[src/inc/uart_flow_pkg.sv]
// Constants, carriers and state types for one UART channel with FIFO and flow control.
// Assumes a 100 MHz system clock and a classic Wishbone slave port with 32-bit data.
package uart_flow_pkg;
   // ****************************************
   // Sizes and timing
   // ****************************************
   localparam int FIFO_DEPTH = 16;
   localparam logic [4:0] FIFO_CAP = 5'h10;
   localparam logic [4:0] HOLD_CAP = 5'h01;
   localparam int TIMEOUT_CHARS = 4;
   // Start bit, five data bits and one stop bit
   localparam logic [4:0] BASE_BITS = 5'h07;
   // ****************************************
   // Register word indices, byte address is four times the index
   // ****************************************
   localparam logic [2:0] IDX_DATA = 3'h0;
   localparam logic [2:0] IDX_IER = 3'h1;
   localparam logic [2:0] IDX_ISR = 3'h2;
   localparam logic [2:0] IDX_LCR = 3'h3;
   localparam logic [2:0] IDX_MCR = 3'h4;
   localparam logic [2:0] IDX_LSR = 3'h5;
   localparam logic [2:0] IDX_MSR = 3'h6;
   localparam logic [2:0] IDX_SPR = 3'h7;
   localparam logic [7:0] LCR_ENH_KEY = 8'hBF;
   localparam logic [7:0] RST_BYTE = 8'h00;
   // ****************************************
   // Field positions
   // ****************************************
   localparam int FCR_EN = 0;
   localparam int FCR_RX_FLUSH = 1;
   localparam int FCR_TX_FLUSH = 2;
   localparam int EFR_RX_SET1 = 0;
   localparam int EFR_RX_SET2 = 1;
   localparam int EFR_TX_SET1 = 2;
   localparam int EFR_TX_SET2 = 3;
   localparam int EFR_SPECIAL = 5;
   localparam int EFR_AUTO_RTS = 6;
   localparam int EFR_AUTO_CTS = 7;
   localparam int IER_RX = 0;
   localparam int IER_THR = 1;
   localparam int IER_XOFF = 5;
   localparam int IER_RTS = 6;
   localparam int IER_CTS = 7;
   localparam int LCR_STOP2 = 2;
   localparam int LCR_PAR_EN = 3;
   localparam int LCR_DLAB = 7;
   localparam int MCR_RTS = 1;
   localparam int MCR_IRQ_EN = 3;
   // ****************************************
   // Interrupt identity codes, highest priority first
   // ****************************************
   localparam logic [7:0] ISR_NONE = 8'h01;
   localparam logic [7:0] ISR_RX_DATA = 8'h04;
   localparam logic [7:0] ISR_TIMEOUT = 8'h0C;
   localparam logic [7:0] ISR_THRE = 8'h02;
   localparam logic [7:0] ISR_XOFF = 8'h10;
   localparam logic [7:0] ISR_CTSRTS = 8'h20;
   // ****************************************
   // Trigger tables indexed by the trigger select field
   // ****************************************
   localparam logic [3:0][4:0] INT_LVL = {5'h0E, 5'h08, 5'h04, 5'h01};
   localparam logic [3:0][4:0] STOP_LVL = {5'h0E, 5'h0C, 5'h08, 5'h04};
   localparam logic [3:0][4:0] RES_LVL = {5'h0A, 5'h08, 5'h04, 5'h01};
   // ****************************************
   // Carriers and states
   // ****************************************
   typedef struct packed {
      logic cyc;
      logic stb;
      logic we;
      logic [7:0] adr;
      logic [3:0] sel;
      logic [31:0] dat;
   } wb_req_t;
   typedef struct packed {
      logic ack;
      logic [31:0] dat;
   } wb_rsp_t;
   typedef struct packed {
      logic valid;
      logic stop_mid;
      logic [7:0] data;
   } rx_char_t;
   typedef struct packed {
      logic valid;
      logic [7:0] data;
   } tx_char_t;
   typedef enum logic [1:0] {FC_IDLE, FC_FIRST, FC_SECOND} fc_state_t;
endpackage : uart_flow_pkg

[src/core/uart_flow_core.sv]
// One UART channel: FIFOs, hardware and software flow control, interrupts.
// Assumes a character-level receiver and serializer on clk_sys, and a bit-rate tick.
//
// Behaviour
// RULE1: Sixteen-byte FIFOs, enabled by FIFO control bit 0
// RULE2: Receive trigger programmable, transmit trigger fixed
// RULE3: Interrupt at trigger; stop at 4/8/12/14
// RULE4: Resume at 1/4/8/10 characters held
// RULE5: Feature bits 6/7 enable auto RTS/CTS
// RULE6: CTS high halts after character; flags status
// RULE7: Auto RTS hysteresis; reception continues until full
// RULE8: Match one or two stop characters, halt
// RULE9: Stop match sets flag, raises receive interrupt; the core raises the Xoff interrupt (ISR_XOFF) instead
// RULE10: Resume characters restart transmission, clear flag
// RULE11: Reset clears all four flow characters
// RULE12: Flow characters never enter receive FIFO; the core stores resume characters received while not halted
// RULE13: Send stop/resume characters around trigger level
// RULE14: Special mode: stop char 2 stored, flagged
// RULE15: Software disables flow control in special mode
// RULE16: Comparisons use only configured word length
// RULE17: Flow interrupts lowest; single highest reported
// RULE18: Transmit-empty interrupt pending right after reset
// RULE19: Receive data and time-out share priority
// RULE20: Time-out restarts on stop bit, read
// RULE21: Select pin or modem bit 3 enable
// RULE22: Enhanced registers reachable only with key BF
// RULE23: Character time from word format and baud
//
// Implementation choices: the placing of the registers and the Wishbone interface to the registers.
module uart_flow_core (
   input wire logic clk_sys,
   input wire logic nrst,
   input wire uart_flow_pkg::wb_req_t wb_req,
   output uart_flow_pkg::wb_rsp_t wb_rsp,
   input wire uart_flow_pkg::rx_char_t rx_in,
   input wire logic bit_tick,
   output uart_flow_pkg::tx_char_t tx_out,
   input wire logic tx_ready,
   input wire logic cts_n_pin,
   output logic rts_n_pin,
   input wire logic irq_mode_select_pin,
   output logic channel_irq_outputs,
   output logic channel_irq_oe_n
);
   import uart_flow_pkg::*;

   // ****************************************
   // Reset release and pin synchronisers
   // ****************************************
   logic [1:0] rst_sync_q;
   logic rst_n;
   logic [1:0] pin_s1_q;
   logic [1:0] pin_s2_q;
   logic cts_prev_q;
   logic cts_s;
   logic sel_s;

   always_ff @(posedge clk_sys or negedge nrst)
   begin
      if (!nrst)
         rst_sync_q <= 2'h0;
      else
         rst_sync_q <= {rst_sync_q[0], 1'b1};
   end
   assign rst_n = rst_sync_q[1];

   always_ff @(posedge clk_sys or negedge rst_n)
   begin
      if (!rst_n)
      begin
         pin_s1_q <= 2'h0;
         pin_s2_q <= 2'h0;
         cts_prev_q <= 1'b0;
      end
      else
      begin
         pin_s1_q <= {cts_n_pin, irq_mode_select_pin};
         pin_s2_q <= pin_s1_q;
         cts_prev_q <= pin_s2_q[1];
      end
   end
   assign cts_s = pin_s2_q[1];
   assign sel_s = pin_s2_q[0];

   // ****************************************
   // Bus decode
   // ****************************************
   logic ack_q;
   logic [7:0] ier_q, fcr_q, lcr_q, mcr_q, spr_q, efr_q;
   logic acc, mapped, enh, gen, wr, rd;
   logic [2:0] idx;
   logic [7:0] wdat;
   logic thr_wr, rhr_rd, isr_rd, lsr_rd;

   assign acc = wb_req.cyc & wb_req.stb & ~ack_q;
   assign idx = wb_req.adr[4:2];
   assign wdat = wb_req.dat[7:0];
   assign mapped = (wb_req.adr[7:5] == 3'h0) & (wb_req.adr[1:0] == 2'h0);
   assign enh = (lcr_q == LCR_ENH_KEY); // RULE22
   assign gen = ~lcr_q[LCR_DLAB];
   assign wr = acc & wb_req.we & wb_req.sel[0] & mapped;
   assign rd = acc & ~wb_req.we & mapped;
   assign thr_wr = wr & gen & (idx == IDX_DATA);
   assign rhr_rd = rd & gen & (idx == IDX_DATA);
   assign isr_rd = rd & gen & (idx == IDX_ISR);
   assign lsr_rd = rd & gen & (idx == IDX_LSR);

   // ****************************************
   // Control registers
   // ****************************************
   logic [7:0] fc_char_q [4];

   always_ff @(posedge clk_sys or negedge rst_n)
   begin
      if (!rst_n)
      begin
         ier_q <= RST_BYTE;
         fcr_q <= RST_BYTE;
         lcr_q <= RST_BYTE;
         mcr_q <= RST_BYTE;
         spr_q <= RST_BYTE;
         efr_q <= RST_BYTE;
         for (int i = 0; i < 4; i++)
            fc_char_q[i] <= RST_BYTE; // RULE11
      end
      else if (wr)
      begin
         if (idx == IDX_LCR)
            lcr_q <= wdat;
         else if (enh)
         begin
            if (idx == IDX_ISR)
               efr_q <= wdat; // RULE22
            else if (idx[2])
               fc_char_q[idx[1:0]] <= wdat; // RULE22
         end
         else if (gen)
         begin
            case (idx)
               IDX_IER: ier_q <= wdat;
               // Flush bits act at once and never read back
               IDX_ISR: fcr_q <= wdat & 8'hF9; // RULE1 RULE2
               IDX_MCR: mcr_q <= wdat;
               IDX_SPR: spr_q <= wdat;
               default: ;
            endcase
         end
      end
   end

   // ****************************************
   // Levels, masks and character time
   // ****************************************
   logic [4:0] cap, int_lvl, stop_lvl, res_lvl;
   logic [7:0] mask;
   logic [4:0] bpc;
   logic [6:0] to_limit;
   logic rx_flush, tx_flush;

   assign cap = fcr_q[FCR_EN] ? FIFO_CAP : HOLD_CAP; // RULE1
   assign int_lvl = fcr_q[FCR_EN] ? INT_LVL[fcr_q[7:6]] : HOLD_CAP; // RULE3
   assign stop_lvl = STOP_LVL[fcr_q[7:6]]; // RULE3
   assign res_lvl = RES_LVL[fcr_q[7:6]]; // RULE4
   assign mask = 8'hFF >> (2'h3 - lcr_q[1:0]); // RULE16
   // One and a half stop bits counted as two, so the time-out is never early
   assign bpc = BASE_BITS + {3'h0, lcr_q[1:0]} + {4'h0, lcr_q[LCR_PAR_EN]}
      + {4'h0, lcr_q[LCR_STOP2]}; // RULE23
   assign to_limit = 7'(bpc * TIMEOUT_CHARS); // RULE20 RULE23
   assign rx_flush = wr & gen & (idx == IDX_ISR) & wdat[FCR_RX_FLUSH];
   assign tx_flush = wr & gen & (idx == IDX_ISR) & wdat[FCR_TX_FLUSH];

   function automatic logic same(input logic [7:0] a, input logic [7:0] b, input logic [7:0] m);
      same = ((a ^ b) & m) == 8'h00;
   endfunction : same

   // ****************************************
   // Receive character classification
   // ****************************************
   logic rx_flow_en, rx_dbl, rx_use2;
   logic stop_first, stop_hit, res_first, res_hit, special_hit, flow_drop;
   logic stop_seen_q, res_seen_q, xoff_halt_q;
   logic rx_push, overrun, rx_pop;
   logic [3:0] rx_wptr_q, rx_rptr_q;
   logic [4:0] rx_cnt_q;
   logic [7:0] rx_mem_q [FIFO_DEPTH];

   assign rx_flow_en = efr_q[EFR_RX_SET1] | efr_q[EFR_RX_SET2];
   assign rx_dbl = efr_q[EFR_RX_SET1] & efr_q[EFR_RX_SET2];
   assign rx_use2 = efr_q[EFR_RX_SET2] & ~efr_q[EFR_RX_SET1];
   assign stop_first = rx_flow_en & rx_dbl & same(rx_in.data, fc_char_q[2], mask); // RULE8
   assign stop_hit = rx_flow_en & (rx_dbl
      ? stop_seen_q & same(rx_in.data, fc_char_q[3], mask)
      : same(rx_in.data, fc_char_q[{1'b1, rx_use2}], mask)); // RULE8 RULE16
   assign res_first = rx_flow_en & rx_dbl & same(rx_in.data, fc_char_q[0], mask);
   assign res_hit = rx_flow_en & (rx_dbl
      ? res_seen_q & same(rx_in.data, fc_char_q[1], mask)
      : same(rx_in.data, fc_char_q[{1'b0, rx_use2}], mask)); // RULE10 RULE16
   assign special_hit = rx_in.valid & efr_q[EFR_SPECIAL]
      & same(rx_in.data, fc_char_q[3], mask); // RULE14
   assign flow_drop = stop_first | stop_hit | (xoff_halt_q & (res_first | res_hit)); // RULE12
   assign rx_push = rx_in.valid & ~flow_drop & (rx_cnt_q < cap); // RULE7
   assign overrun = rx_in.valid & ~flow_drop & (rx_cnt_q >= cap);
   assign rx_pop = rhr_rd & (rx_cnt_q != 5'h00);

   always_ff @(posedge clk_sys or negedge rst_n)
   begin
      if (!rst_n)
      begin
         stop_seen_q <= 1'b0;
         res_seen_q <= 1'b0;
         xoff_halt_q <= 1'b0;
      end
      else
      begin
         if (rx_in.valid)
         begin
            stop_seen_q <= stop_first;
            res_seen_q <= res_first;
         end
         if (!rx_flow_en)
            xoff_halt_q <= 1'b0;
         else if (rx_in.valid & stop_hit)
            xoff_halt_q <= 1'b1; // RULE8
         else if (rx_in.valid & res_hit)
            xoff_halt_q <= 1'b0; // RULE10
      end
   end

   // ****************************************
   // Receive FIFO
   // ****************************************
   always_ff @(posedge clk_sys)
   begin
      if (rx_push)
         rx_mem_q[rx_wptr_q] <= rx_in.data;
   end

   always_ff @(posedge clk_sys or negedge rst_n)
   begin
      if (!rst_n)
      begin
         rx_wptr_q <= 4'h0;
         rx_rptr_q <= 4'h0;
         rx_cnt_q <= 5'h00;
      end
      else if (rx_flush)
      begin
         rx_wptr_q <= 4'h0;
         rx_rptr_q <= 4'h0;
         rx_cnt_q <= 5'h00;
      end
      else
      begin
         rx_wptr_q <= rx_wptr_q + {3'h0, rx_push};
         rx_rptr_q <= rx_rptr_q + {3'h0, rx_pop};
         rx_cnt_q <= rx_cnt_q + {4'h0, rx_push} - {4'h0, rx_pop}; // RULE1
      end
   end

   // ****************************************
   // Receive time-out
   // ****************************************
   logic [6:0] to_cnt_q;
   logic timeout;

   always_ff @(posedge clk_sys or negedge rst_n)
   begin
      if (!rst_n)
         to_cnt_q <= 7'h00;
      else if (rx_in.stop_mid | rhr_rd | (rx_cnt_q == 5'h00))
         to_cnt_q <= 7'h00; // RULE20
      else if (bit_tick & (to_cnt_q < to_limit))
         to_cnt_q <= to_cnt_q + 7'h01;
   end
   assign timeout = (to_cnt_q >= to_limit) & (rx_cnt_q != 5'h00); // RULE19

   // ****************************************
   // Automatic RTS
   // ****************************************
   logic auto_rts, auto_cts, rts_off_evt;

   assign auto_rts = efr_q[EFR_AUTO_RTS]; // RULE5
   assign auto_cts = efr_q[EFR_AUTO_CTS]; // RULE5
   assign rts_off_evt = auto_rts & ~rts_n_pin & (rx_cnt_q >= stop_lvl);

   always_ff @(posedge clk_sys or negedge rst_n)
   begin
      if (!rst_n)
         rts_n_pin <= 1'b1;
      else if (!auto_rts)
         rts_n_pin <= ~mcr_q[MCR_RTS];
      else if (rx_cnt_q >= stop_lvl)
         rts_n_pin <= 1'b1; // RULE3 RULE7
      else if (rx_cnt_q <= res_lvl)
         rts_n_pin <= 1'b0; // RULE4 RULE7
   end

   // ****************************************
   // Transmit FIFO and flow character insertion
   // ****************************************
   logic [3:0] tx_wptr_q, tx_rptr_q;
   logic [4:0] tx_cnt_q;
   logic [7:0] tx_mem_q [FIFO_DEPTH];
   logic tx_push, tx_pop, load, halt;
   logic tx_flow_en, tx_dbl, tx_use2, remote_stopped_q, fc_res_q;
   fc_state_t fc_state_q;

   assign tx_push = thr_wr & (tx_cnt_q < cap);
   assign load = ~tx_out.valid | tx_ready;
   // Halt only gates the next load, so the character on the line always finishes
   assign halt = (auto_cts & cts_s) | xoff_halt_q; // RULE6 RULE8
   assign tx_pop = load & (fc_state_q == FC_IDLE) & (tx_cnt_q != 5'h00) & ~halt;
   assign tx_flow_en = efr_q[EFR_TX_SET1] | efr_q[EFR_TX_SET2];
   assign tx_dbl = efr_q[EFR_TX_SET1] & efr_q[EFR_TX_SET2];
   assign tx_use2 = efr_q[EFR_TX_SET2] & ~efr_q[EFR_TX_SET1];

   always_ff @(posedge clk_sys)
   begin
      if (tx_push)
         tx_mem_q[tx_wptr_q] <= wdat;
   end

   always_ff @(posedge clk_sys or negedge rst_n)
   begin
      if (!rst_n)
      begin
         tx_wptr_q <= 4'h0;
         tx_rptr_q <= 4'h0;
         tx_cnt_q <= 5'h00;
      end
      else if (tx_flush)
      begin
         tx_wptr_q <= 4'h0;
         tx_rptr_q <= 4'h0;
         tx_cnt_q <= 5'h00;
      end
      else
      begin
         tx_wptr_q <= tx_wptr_q + {3'h0, tx_push};
         tx_rptr_q <= tx_rptr_q + {3'h0, tx_pop};
         tx_cnt_q <= tx_cnt_q + {4'h0, tx_push} - {4'h0, tx_pop}; // RULE1
      end
   end

   always_ff @(posedge clk_sys or negedge rst_n)
   begin
      if (!rst_n)
      begin
         fc_state_q <= FC_IDLE;
         fc_res_q <= 1'b0;
         remote_stopped_q <= 1'b0;
      end
      else
      begin
         unique case (fc_state_q)
            FC_IDLE:
            begin
               if (tx_flow_en & ~remote_stopped_q & (rx_cnt_q >= stop_lvl))
               begin
                  fc_state_q <= FC_FIRST; // RULE13
                  fc_res_q <= 1'b0;
                  remote_stopped_q <= 1'b1;
               end
               else if (remote_stopped_q & (rx_cnt_q <= res_lvl))
               begin
                  fc_state_q <= FC_FIRST; // RULE13
                  fc_res_q <= 1'b1;
                  remote_stopped_q <= 1'b0;
               end
            end
            FC_FIRST:
            begin
               if (load)
                  fc_state_q <= tx_dbl ? FC_SECOND : FC_IDLE;
            end
            FC_SECOND:
            begin
               if (load)
                  fc_state_q <= FC_IDLE;
            end
         endcase
      end
   end

   always_ff @(posedge clk_sys or negedge rst_n)
   begin
      if (!rst_n)
         tx_out <= '0;
      else if (load)
      begin
         if (fc_state_q != FC_IDLE)
         begin
            tx_out.valid <= 1'b1;
            tx_out.data <= fc_char_q[{~fc_res_q, (fc_state_q == FC_SECOND) | tx_use2}];
         end
         else
         begin
            tx_out.valid <= tx_pop;
            tx_out.data <= tx_mem_q[tx_rptr_q];
         end
      end
   end

   // ****************************************
   // Interrupt sources and priority
   // ****************************************
   logic thre_q, xoff_flag_q, ctsrts_q, overrun_q, irq_pend;
   logic [7:0] isr_code;

   always_comb
   begin
      if (ier_q[IER_RX] & timeout)
         isr_code = ISR_TIMEOUT; // RULE19
      else if (ier_q[IER_RX] & (rx_cnt_q >= int_lvl))
         isr_code = ISR_RX_DATA; // RULE3 RULE19
      else if (ier_q[IER_THR] & thre_q)
         isr_code = ISR_THRE; // RULE18
      else if (ier_q[IER_XOFF] & xoff_flag_q)
         isr_code = ISR_XOFF; // RULE9 RULE17
      else if (ctsrts_q)
         isr_code = ISR_CTSRTS; // RULE17
      else
         isr_code = ISR_NONE;
   end
   assign irq_pend = isr_code != ISR_NONE;

   // A set in the same cycle as a clear always wins
   always_ff @(posedge clk_sys or negedge rst_n)
   begin
      if (!rst_n)
      begin
         thre_q <= 1'b1; // RULE18
         xoff_flag_q <= 1'b0;
         ctsrts_q <= 1'b0;
         overrun_q <= 1'b0;
      end
      else
      begin
         if (tx_pop & ~tx_push & (tx_cnt_q == 5'h01))
            thre_q <= 1'b1;
         else if (thr_wr | (isr_rd & (isr_code == ISR_THRE)))
            thre_q <= 1'b0;
         if ((rx_in.valid & stop_hit & ier_q[IER_XOFF]) | special_hit)
            xoff_flag_q <= 1'b1; // RULE9 RULE14
         else if ((rx_in.valid & xoff_halt_q & res_hit) | (isr_rd & (isr_code == ISR_XOFF)))
            xoff_flag_q <= 1'b0; // RULE10
         if ((auto_cts & ier_q[IER_CTS] & cts_s & ~cts_prev_q)
            | (rts_off_evt & ier_q[IER_RTS]))
            ctsrts_q <= 1'b1; // RULE6 RULE7
         else if (isr_rd & (isr_code == ISR_CTSRTS))
            ctsrts_q <= 1'b0;
         if (overrun)
            overrun_q <= 1'b1;
         else if (lsr_rd)
            overrun_q <= 1'b0;
      end
   end

   always_ff @(posedge clk_sys or negedge rst_n)
   begin
      if (!rst_n)
      begin
         channel_irq_outputs <= 1'b0;
         channel_irq_oe_n <= 1'b1;
      end
      else
      begin
         channel_irq_outputs <= irq_pend;
         channel_irq_oe_n <= ~(sel_s | mcr_q[MCR_IRQ_EN]); // RULE21
      end
   end

   // ****************************************
   // Read data and acknowledge
   // ****************************************
   logic [7:0] rdat;

   always_comb
   begin
      rdat = 8'h00;
      if (mapped)
      begin
         if (idx == IDX_LCR)
            rdat = lcr_q;
         else if (enh)
         begin
            if (idx == IDX_ISR)
               rdat = efr_q;
            else if (idx[2])
               rdat = fc_char_q[idx[1:0]];
         end
         else if (gen)
         begin
            case (idx)
               IDX_DATA: rdat = (rx_cnt_q != 5'h00) ? rx_mem_q[rx_rptr_q] : 8'h00;
               IDX_IER: rdat = ier_q;
               IDX_ISR: rdat = isr_code | {fcr_q[FCR_EN], fcr_q[FCR_EN], 6'h00};
               IDX_MCR: rdat = mcr_q;
               IDX_LSR: rdat = {1'b0, (tx_cnt_q == 5'h00) & ~tx_out.valid,
                  tx_cnt_q == 5'h00, 3'h0, overrun_q, rx_cnt_q != 5'h00};
               IDX_MSR: rdat = {3'h0, ~cts_s, 4'h0};
               IDX_SPR: rdat = spr_q;
               default: rdat = 8'h00;
            endcase
         end
      end
   end

   always_ff @(posedge clk_sys or negedge rst_n)
   begin
      if (!rst_n)
      begin
         ack_q <= 1'b0;
         wb_rsp <= '0;
      end
      else
      begin
         ack_q <= acc;
         wb_rsp.ack <= acc;
         wb_rsp.dat <= acc ? {24'h00_0000, rdat} : 32'h0000_0000;
      end
   end
endmodule : uart_flow_core

[config.mk]
export PLATFORM = sky130hd
export DESIGN_NAME = uart_flow_core
export DESIGN_NICKNAME = d
export VERILOG_FILES = /design/src/inc/uart_flow_pkg.sv /design/src/core/uart_flow_core.sv
export SDC_FILE = /design/constraint.sdc
export NUM_CORES = 1
export LEC_CHECK = 0
export BUFFER_PORTS_ARGS = -buffer_cell sky130_fd_sc_hd__buf_2
export CAP_MARGIN = 10
export CORE_MARGIN = 3
export CORE_UTILIZATION = 55
export DETAILED_ROUTE_END_ITERATION = 16
export PLACE_DENSITY = 0.72
export SLEW_MARGIN = 0
export SYNTH_ARGS = -nofsm -noshare
export SYNTH_HDL_FRONTEND = slang
export SYNTH_SLANG_ARGS = --single-unit
[constraint.sdc]
create_clock -name clk_sys -period 8.9 [get_ports clk_sys]
set_clock_uncertainty 0.15 [all_clocks]
set_input_delay 0.445 -clock clk_sys [delete_from_list [all_inputs] [get_ports clk_sys]]
set_output_delay 0.445 -clock clk_sys [all_outputs]
set_load 0.02 [all_outputs]
==> results of run 1 <==
synthesized netlist by cell type, types with 3 or more instances:
library cell	n
a2111oi_0	5
a21boi_0	3
a21o_1	6
a21oi_1	35
a221oi_1	13
a22o_1	3
a31oi_1	3
and2_1	17
and3_1	3
buf_1	5
buf_2	14
buf_4	29
clkbuf_1	35
dfrtp_1	144
dfstp_2	3
edfxtp_1	256
fa_1	3
ha_1	52
inv_1	38
mux2_1	4
mux2_2	65
mux2i_1	17
mux4_2	92
nand2_1	65
nand2b_1	15
nand3_1	17
nand3b_1	5
nand4_1	9
nor2_1	89
nor2_2	5
nor2b_1	16
nor3_1	17
nor3b_1	5
nor4_1	11
nor4b_1	4
o211ai_1	5
o21ai_0	28
o22ai_1	3
o31ai_1	5
xnor2_1	21
xor2_1	31
worst max path at each step:
stage | from | end | slack, ps | cells past startpoint
floorplan | rst_sync_q[1] | ack_q | 4360 | 0
global placement | rx_in[5] | rx_cnt_q[4] | 4480 | 15
detailed placement | rx_in[5] | rx_cnt_q[4] | 4300 | 15
CTS | lcr_q[1] | rx_cnt_q[4] | 4460 | 14
global route | lcr_q[1] | rx_cnt_q[4] | 4030 | 14
finish | lcr_q[1] | rx_cnt_q[4] | 4390 | 14
where the power goes:
part	switching, W	internal, W
Combinational	0.000577	0.000465
Sequential	0.000135	0.00212
Clock	0.000708	0.00103
Total	0.00142	0.00362
layer usage:
layer  up-vias  track usage [%]
li1       4791                -
met1      5569             35.3
met2       395             37.6
met3        83             4.40
met4         0             7.14
met5         -                0
metrics by stage:
step	instance area [sq um]	total power [W]	hold WS, ps	util (%)
floorplan	18700	0.00303	-0.591	-
global placement	19200	0.00330	82.7	58.4
detailed placement	19200	0.00333	90.4	58.4
CTS	20700	0.00507	38.0	62.7
global route	20700	0.00528	61.6	62.7
finish	20700	0.00504	45.0	62.7
timing repair:
action / 4_1_cts / 5_1_grt
hold buffers: 3 / 0
buffers inserted: 0 / 0
resized for setup: 0 / 0
hold endpoints to repair: 4 / 0
final cells by class:
cell class | instances | area share (%)
flip-flops and latches | 403 | 55.1
inverters | 39 | 0.709
well taps | 442 | 2.68
repair buffers | 81 | 2.30
clock inverters | 19 | 0.903
clock buffers | 58 | 5.77
multi-input cells | 741 | 32.6
flip-flops by register name, indices dropped and copies added (netlist names), 2 cells and up:
register and flops:
to_cnt_q 7, tx_cnt_q 5, lcr_q 8, pin_s1_q 2, efr_q 8, mcr_q 8
tx_wptr_q 4, tx_mem_q 128, pin_s2_q 2, fc_state_q 2, rst_sync_q 2, ier_q 8
tx_out 9, rx_mem_q 128, tx_rptr_q 4, wb_rsp 8, rx_rptr_q 4, fcr_q 3
spr_q 8, fc_char_q 32, rx_wptr_q 4, rx_cnt_q 5
worst register-to-register path, cell delays in order (launching register included):
cell and delay (ps):
dfrtp_1 590, inv_1 310, o21ai_0 130, a2111oi_0 920, nand2_1 180, o211ai_1 170
a211o_1 520, inv_1 210, ha_1 270, fa_1 440, a21oi_1 170, nor2_1 50
nor2_1 110, xnor2_1 120, nor2_1 50
cells by family (layout without fill, tap and decap cells):
family	after synthesis	count (layout)	share of synthesized area (%)
adder cells (fa/ha/maj)	55	55	3.82
AND/OR/NAND/NOR	296	296	8.14
XOR/XNOR	52	52	2.45
AO/OA/AOI/OAI	135	135	4.96
other	2	25	0.0404
flip-flops	403	403	61.2
buffers and inverters	123	197	3.20
multiplexers	178	178	16.2
==> impl_metrics.yaml, run 1 <==
outcome:
  status: "finished clean"
power_and_ir_drop:
  pwr_density_cell_mw_per_mm2: 244
  peakVddDrop_v: 0.000134
  power.leakage_nw: 7.89
cells_and_area:
  seq_area_sq_mm: 0.0114
  fin_cells: 1783
  drive_gt1_share_pct: 24.2
  num-nets-final: 1426
  diodes: 0
  fillCellCount: 2416
  mostFrequentLayoutCell: "edfxtp_1"
  syn_to_final_growth_pct: 11.1
  multi_input_area_sq_mm: 0.00673
  layout_common_cells: "edfxtp_1 (256), dfrtp_1 (141), mux4_2 (92)"
synth:
  synth_seq_cells: 403
  async_reset_ff_share_pct: 36.5
  synth.largest_area_cell: "edfxtp_1"
  synth_area_leaders: "edfxtp_1 (41%), dfrtp_1 (19%), mux4_2 (11%), mux2_2 (3.9%), ha_1 (3.5%)"
  ys_warn_count: 0
  synth_edf_count: 256
  synth_top_area_share_pct: 41.3
  synth.distinct_cells: 75
  synthFlopType: "edfxtp_1"
  syn_area_per_cell_sq_um: 14.9
  synth_cells: 1244
  netlist_area_sq_mm: 0.0186
  synth-seq-area-share_pct: 61.2
drt:
  route.detailed.drc: 0
  drt_iter0_drc: 886
  dr_wl_met2_um: 19600
  vias: 10800
  highest-signal-layer: "met4"
  detail_route.vias_per_cell: 6.08
  postRouteAntennaNets: 0
  wl_per_cell_um: 23.7
  wl_um: 42300
  dr.pass1.iters: 5
  met3_length_um: 2790
  met1_length_um: 18600
critical_path:
  cp_slowest_cell: "a2111oi_0"
  cp_slowest_stage_delay_ps: 920
  critPathTopFamily: "compound AO/OA/AOI/OAI gates"
  path_cells: "inv_1 -> o21ai_0 -> a2111oi_0 -> nand2_1 -> o211ai_1 -> a211o_1 -> inv_1 -> ha_1 -> fa_1 -> a21oi_1 -> nor2_1 -> nor2_1 -> xnor2_1 -> nor2_1"
  crit_arrival_ps: 4760
  crit_path_start_kind: "register"
  crit_buf_inv: 2
  reg2reg_depth: 14
  reg2reg_from: "lcr_q[1]"
  rrSetupSlack_ps: 4390
  r2r-end: "rx_cnt_q[4]"
  path_common_cell: "nor2_1"
  path_class: "register to register"
  endpoint_kind: "register"
  crit_fanout: 17
  critPathRequiredTime_ps: 9150
placement:
  hpwl_um: 28300
  gp_congestion: 0.899
  dpl_worst_slack_ps: 4300
  port-buffer-count: 56
  dpl.cell_count: 1703
timing:
  worst_pin_slew_ps: 1080
  rsz0062_at_grt: "no"
  fmax_mhz: 222
  tns_ps: 0
  finalMaxSlewViolations: 0
  fin_ws_ps: 4390
  hold_viol: 0
  finalSetupViolCount: 0
  fin_crit_sh_pct: 50.7
  fin_crit_ps: 4510
  relSlewSlack_pct: 28.0
global_routing:
  grt_usage_pct: 24.1
  grt_pass1_wl_um: 66100
  grt_start_max_net_pins: 69
  grt_pass1_vias: 11000
  grt_overflow: 0
  antenna_found_initial: 0
die:
  die_width_um: 190
  start_util_pct: 56.4
  dieArea_sq_mm: 0.0360
  die_y_um: 190
  ios: 108
  core_sq_mm: 0.0329
  num_rows: 66
hold_path:
  holdPathEnd: "stop_seen_q"
  hp-start: "rx_in[9]"
  hp-class: "input port to register"
  whs_path_depth: 2
clock_tree:
  cts_sinks: 403
  clock_latency_ps: 550
  root_buffer: "clkbuf_16"
  cts_buffer_depth: 3
  numCtsBuffers: 42
  clkSlewWorstSetupHoldPaths_ps: 60
  cts_tree: "built"
  cts-htree-levels: 2
flow_run:
  max_cap_viol_count: 0
No activity file was read; power rests on OpenSTA's default activity.
==> run 2: changes to the inputs <==
--- a/config.mk
+++ b/config.mk
@@ -5,6 +5,7 @@
 export SDC_FILE = /design/constraint.sdc
 export NUM_CORES = 1
 export LEC_CHECK = 0
+export ABC_AREA = 1
 export BUFFER_PORTS_ARGS = -buffer_cell sky130_fd_sc_hd__buf_2
 export CAP_MARGIN = 10
 export CORE_MARGIN = 3
==> constraint.sdc (replaced) <==
create_clock -name clk_sys -period 4.6 [get_ports clk_sys]
set_clock_uncertainty 0.15 [all_clocks]
set_input_delay 0.23 -clock clk_sys [delete_from_list [all_inputs] [get_ports clk_sys]]
set_output_delay 0.23 -clock clk_sys [all_outputs]
set_load 0.02 [all_outputs]
==> run 2 against run 1 <==
  * Area after synthesis up 3.1%
  * Global-route usage increased by 1.6 points
  * Synthesized cell count increased by 59%
  * Total power grew 94%
  * Via count is 33% higher
  * Setup slack worse by 3300 ps
  * Critical endpoint unchanged
==> impl_metrics.yaml, run 2 <==
cells_and_area:
  fin_cells: 2515
  drive_gt1_share_pct: 8.47
  mostFrequentLayoutCell: "nand2_1"
  utilization_pct: 62.5
  diodes: 0
  syn_to_final_growth_pct: 10.8
  layout_common_cells: "nand2_1 (480), edfxtp_1 (256), nor2_1 (233)"
  num-nets-final: 2152
  reg_top3: "rx_mem_q: 128 flops, tx_mem_q: 128 flops, fc_char_q: 32 flops"
clock_tree:
  clock_latency_ps: 530
  root_buffer: "clkbuf_16"
  cts_tree: "built"
  cts_buffer_depth: 3
  numCtsBuffers: 42
  ctsResizeCount: 0
  cts_sinks: 403
  cts_setup_buffers: 0
  clkSlewWorstSetupHoldPaths_ps: 60
  cts-htree-levels: 2
global_routing:
  grt_pass1_vias: 13600
  grt_usage_pct: 25.7
  grt_overflow: 0
  antenna_found_initial: 0
  grt_pass1_wl_um: 74300
  grt_start_max_net_pins: 86
synth:
  synth_top_area_share_pct: 40.1
  synth_edf_count: 256
  synth_most_common_cell: "nand2_1"
  synth_seq_cells: 403
  synth_area_leaders: "edfxtp_1 (40%), dfrtp_1 (19%), nand2_1 (9.4%), nor2_1 (4.6%), nand3_1 (4.2%)"
  netlist_area_sq_mm: 0.0192
  synth.distinct_cells: 51
  async_reset_ff_share_pct: 36.5
  synth_cells: 1981
  synth-seq-area-share_pct: 59.3
  ys_warn_count: 0
  synthFlopType: "edfxtp_1"
  syn_area_per_cell_sq_um: 9.67
  synth.largest_area_cell: "edfxtp_1"
  synth_commonest_cells: "nand2_1 (480), edfxtp_1 (256), nor2_1 (233)"
timing:
  worst_pin_slew_ps: 1150
  rsz0062_at_grt: "no"
  fin_crit_ps: 3550
  hold_viol: 0
  fin_ws_ps: 1050
  tns_ps: 0
  finalSetupViolCount: 0
  fmax_mhz: 282
  fin_crit_sh_pct: 77.2
  finalMaxSlewViolations: 0
  relSlewSlack_pct: 23.2
placement:
  dpl.cell_count: 2421
  hpwl_um: 31700
  gp_congestion: 0.949
  port-buffer-count: 56
  dpl_worst_slack_ps: 1100
drt:
  drt_iter0_drc: 1567
  vias: 14400
  wl_per_cell_um: 19.0
  postRouteAntennaNets: 0
  route.detailed.drc: 0
  wl_um: 47800
  detail_route.vias_per_cell: 5.72
  dr.pass1.iters: 6
critical_path:
  crit_arrival_ps: 3780
  path_class: "register to register"
  cp_slowest_cell: "dfrtp_1"
  cp_slowest_stage_delay_ps: 540
  path_common_cell: "nor2_1"
  critPathRequiredTime_ps: 4830
  crit_fanout: 17
  endpoint_kind: "register"
  path_cells: "inv_2 -> nand2_2 -> nand3_1 -> nand2_1 -> nor2_1 -> nand2_1 -> o21ai_0 -> nor2_1 -> nand3_2 -> inv_1 -> ha_1 -> fa_1 -> a21oi_1 -> nor2_1 -> nor2_1 -> xor2_1 -> nor2_1"
  critPathTopFamily: "simple AND/OR/NAND/NOR gates"
  crit_buf_inv: 2
  crit_path_start_kind: "register"
power_and_ir_drop:
  pwr_density_cell_mw_per_mm2: 460
  peakVddDrop_v: 0.000478
  power.leakage_nw: 8.51
die:
  core_sq_mm: 0.0340
  die_y_um: 193
  num_rows: 67
  ios: 108
  die_width_um: 193
  dieArea_sq_mm: 0.0371
  start_util_pct: 56.4
outcome:
  status: "finished clean"
flow_run:
  max_cap_viol_count: 0
hold_path:
  hp-class: "input port to register"
==> run 2: cell count changes after synthesis, sizes merged, moves of 28 or more <==
cell	change
mux4	-92
nand2	+421
mux2	-69
inv	+107
nand3	+150
o21ai	+166
o211ai	+28
nor2	+149
==> run 2: layout make-up <==
| type | count | area, sq um |
|---|---|---|
| sequential | 403 | 11400 |
| tap | 448 | 561 |
| timing repair buffer | 84 | 546 |
| inverter | 149 | 559 |
| clock inverter | 15 | 148 |
| multi-input combinational | 1354 | 6790 |
| fill | 2750 | 12700 |
| clock buffer | 62 | 1250 |
==> run 2: metal layers <==
metal	share of wire, %	track usage [%]	vias to the layer above	routed length, um
met2	45	40.0	580	21700
met4	2.3	6.67	0	1100
met1	44	37.4	6933	20900
met5	0	0	-	0
li1	-	-	6786	-
met3	8.5	4.98	75	4070
==> run 2: final timing paths <==
check,startpoint,cells after the start,end,slack [ps]
setup / recovery,lcr_q[1],17,rx_cnt_q[4],1050
hold / removal,rx_in[3],1,rx_mem_q[10][3],30
setup reg to reg,lcr_q[1],17,rx_cnt_q[4],1050
hold reg to reg,pin_s1_q[0],0,pin_s2_q[0],190
max in group asynchronous,rst_sync_q[1],1,rx_rptr_q[0],3100
min in group asynchronous,rst_sync_q[1],0,tx_cnt_q[2],260
==> run 2: timing repair <==
action | 4_1_cts | 5_1_grt
hold buffers | 17 | 0
setup endpoints to repair | 0 | 0
hold endpoints to repair | 146 | 0
==> run 2: stage by stage <==
step	power [W]	hold slack (ps)	cell area, sq um
2_1_floorplan	0.00575	-216	19200
3_3_place_gp	0.00631	-135	19700
3_5_place_dp	0.00639	-133	19700
4_1_cts	0.00979	5.75	21200
5_1_grt	0.0102	27.8	21200
6_report	0.00977	28.2	21200
==> run 2: cell families after synthesis <==
| group | Yosys count | synth area share [%] |
|---|---|---|
| buffers and inverters | 247 | 5.69 |
| DFF | 403 | 59.3 |
| and+or+nand+nor | 928 | 20.4 |
| adders and majority gates | 55 | 3.71 |
| AOI/OAI and AO/OA | 317 | 9.48 |
| other | 2 | 0.0392 |
| xor gates and xnor gates | 29 | 1.33 |
==> run 2: report_power, final <==
group / switching, W / internal (W)
Clock: 0.00139 / 0.00201
Sequential: 0.000157 / 0.00405
Combinational: 0.00147 / 0.000690
Total: 0.00302 / 0.00675
==> run 3: changes to the inputs <==
==> constraint.sdc (replaced) <==
create_clock -name clk_sys -period 3.4 [get_ports clk_sys]
set_clock_uncertainty 0.15 [all_clocks]
set_input_delay 0.17 -clock clk_sys [delete_from_list [all_inputs] [get_ports clk_sys]]
set_output_delay 0.17 -clock clk_sys [all_outputs]
set_load 0.02 [all_outputs]
==> run 3 against run 2 <==
  * Worst hold slack worse by 4.9 ps
  * Utilization up 1.2 points
  * Critical path type unchanged
  * Largest power group unchanged
  * Via count rose by 1.6%
  * Highest routed layer unchanged
  * Global-route usage increased by 1.4 points
  * Critical path depth unchanged
==> impl_metrics.yaml, run 3 (same netlist as run 2, synthesis figures left out) <==
timing:
  rsz0062_at_grt: "no"
  finalMaxSlewViolations: 0
  relSlewSlack_pct: 34.1
  finalSetupViolCount: 0
  tns_ps: 0
  hold_viol: 0
  fin_crit_sh_pct: 94.6
  fmax_mhz: 311
  fin_ws_ps: 183
  worst_pin_slew_ps: 985
  fin_crit_ps: 3220
critical_path:
  crit_fanout: 4
  cp_slowest_cell: "dfrtp_1"
  crit_path_start_kind: "register"
  crit_buf_inv: 3
  crit_arrival_ps: 3520
  endpoint_kind: "register"
  path_class: "register to register"
  critPathTopFamily: "adder cells"
  path_cells: "inv_1 -> ha_1 -> inv_1 -> ha_1 -> inv_1 -> fa_1 -> xnor2_1 -> ha_1 -> nand2_1 -> nor2_1 -> nand2_1 -> nand3_1 -> nand2_1 -> nand3_1 -> nand3_1 -> nor2_2 -> o22ai_1"
  critPathRequiredTime_ps: 3700
  cp_slowest_stage_delay_ps: 400
power_and_ir_drop:
  peakVddDrop_v: 0.000597
  netSwitchingFraction_pct: 30.5
  pwr_density_cell_mw_per_mm2: 612
  power_frac_seq_pct: 43.1
  p_comb_share_pct: 22.1
  p_int_w: 0.00920
  p_switching_w: 0.00404
  clkPwrFrac_pct: 34.8
  power.leakage_nw: 8.75
drt:
  postRouteAntennaNets: 0
  vias: 14600
  drt_iter0_drc: 1377
  detail_route.vias_per_cell: 5.70
  wl_per_cell_um: 19.3
  route.detailed.drc: 0
  wl_um: 49600
  dr.pass1.iters: 5
global_routing:
  antenna_found_initial: 1
  grt_usage_pct: 27.1
  grt_pass1_vias: 13900
  grt_pass1_wl_um: 76900
  grt_start_max_net_pins: 71
  grt_overflow: 0
cells_and_area:
  drive_gt1_share_pct: 10.4
  mostFrequentLayoutCell: "nand2_1"
  num-nets-final: 2202
  syn_to_final_growth_pct: 12.9
  reg_top3: "rx_mem_q: 128 flops, tx_mem_q: 128 flops, fc_char_q: 32 flops"
  layout_common_cells: "nand2_1 (480), edfxtp_1 (256), nor2_1 (231)"
die:
  core_sq_mm: 0.0340
  num_rows: 67
  die_width_um: 193
  dieArea_sq_mm: 0.0371
  start_util_pct: 56.4
  ios: 108
  die_y_um: 193
clock_tree:
  cts-htree-levels: 2
  clock_latency_ps: 550
  cts_tree: "built"
  clkSlewWorstSetupHoldPaths_ps: 60
  numCtsBuffers: 42
  cts_buffer_depth: 3
  cts_sinks: 403
  cts_setup_buffers: 0
  root_buffer: "clkbuf_16"
placement:
  hpwl_um: 33000
  dpl_worst_slack_ps: 64.4
  port-buffer-count: 56
  gp_congestion: 0.961
flow_run:
  max_cap_viol_count: 0
hold_path:
  hp-class: "input port to register"
outcome:
  status: "finished clean"
-- run 3: cell count changes in the layout (fill, tap and decap cells not counted), moves of 2 or more --
cell           before  now
buf_4              10   53
dlygate4sd3_1      17   23
bufinv_16           2    5
clkbuf_1           10   13
clkbuf_16          45   42
nor3_1              8    5
nor3_2              1    4
clkbuf_8            6    4
clkinv_2            7    5
clkinvlp_4          0    2
nor2_1            233  231
nor2_2              7    9
-- run 3: through the flow --
| stage | hold WS, ps | total power, W | std cells | area, sq um | util, % |
|---|---|---|---|---|---|
| after CTS | 1.81 | 0.0133 | 2563 | 21600 | 63.6 |
| after floorplan | -276 | 0.00777 | 2004 | 19200 | - |
| after global routing | 34.0 | 0.0139 | 2564 | 21600 | 63.7 |
| after detailed placement | -194 | 0.00865 | 2465 | 20000 | 58.9 |
| after global placement | -195 | 0.00859 | 2465 | 20000 | 58.9 |
| final | 23.4 | 0.0132 | 2564 | 21600 | 63.7 |
-- run 3: final timing paths --
| kind | from | endpoint | slack [ps] | cells after the start |
|---|---|---|---|---|
| worst max-delay path | lcr_q[0] | thre_q | 180 | 17 |
| worst max register to register | lcr_q[0] | thre_q | 180 | 17 |
| max in group asynchronous | rst_sync_q[1] | thre_q | 2000 | 1 |
| worst min-delay path | wb_req[44] | thre_q | 20 | 5 |
| min in group asynchronous | rst_sync_q[1] | wb_rsp[2] | 200 | 0 |
| worst min register to register | pin_s1_q[1] | pin_s2_q[1] | 190 | 0 |
-- run 3: power by group through the flow --
| stage | logic, W | clock network (W) | registers (W) |
|---|---|---|---|
| 2_1_floorplan | 0.00197 | 0 | 0.00580 |
| 3_3_place_gp | 0.00280 | 0 | 0.00579 |
| 3_5_place_dp | 0.00286 | 0 | 0.00579 |
| 4_1_cts | 0.00292 | 0.00467 | 0.00570 |
| 5_1_grt | 0.00330 | 0.00486 | 0.00573 |
| 6_report | 0.00292 | 0.00461 | 0.00570 |
-- run 3: what timing repair did --
item	4_1_cts	5_1_grt
hold buffers	23	0
setup endpoints to repair	0	5
hold endpoints to repair	176	0
gates resized for setup	0	8
-- run 3: worst reg2reg max path: stages (launching register included) --
cell and delay (ps):
dfrtp_1 400, inv_1 160, ha_1 250, inv_1 60
ha_1 150, inv_1 60, fa_1 370, xnor2_1 150
ha_1 280, nand2_1 40, nor2_1 130, nand2_1 130
nand3_1 140, nand2_1 110, nand3_1 190, nand3_1 140
nor2_2 160, o22ai_1 90
-- run 3: layer usage --
metal  share of wire, %  global-route usage [%]
met1                 43                    39.1
met2                 47                    43.0
met3                8.6                    4.09
met4                2.3                    7.73
met5                  0                       0
-- run 3: area by class of cell --
cell class	instances	area, sq um
fillers	2749	12300
flip-flops and latches	403	11400
multi-input cells	1354	6810
clock buffers	59	1150
repair buffers	134	951
well taps	448	561
inverters	149	559
clock inverters	16	218
diodes	1	2.50
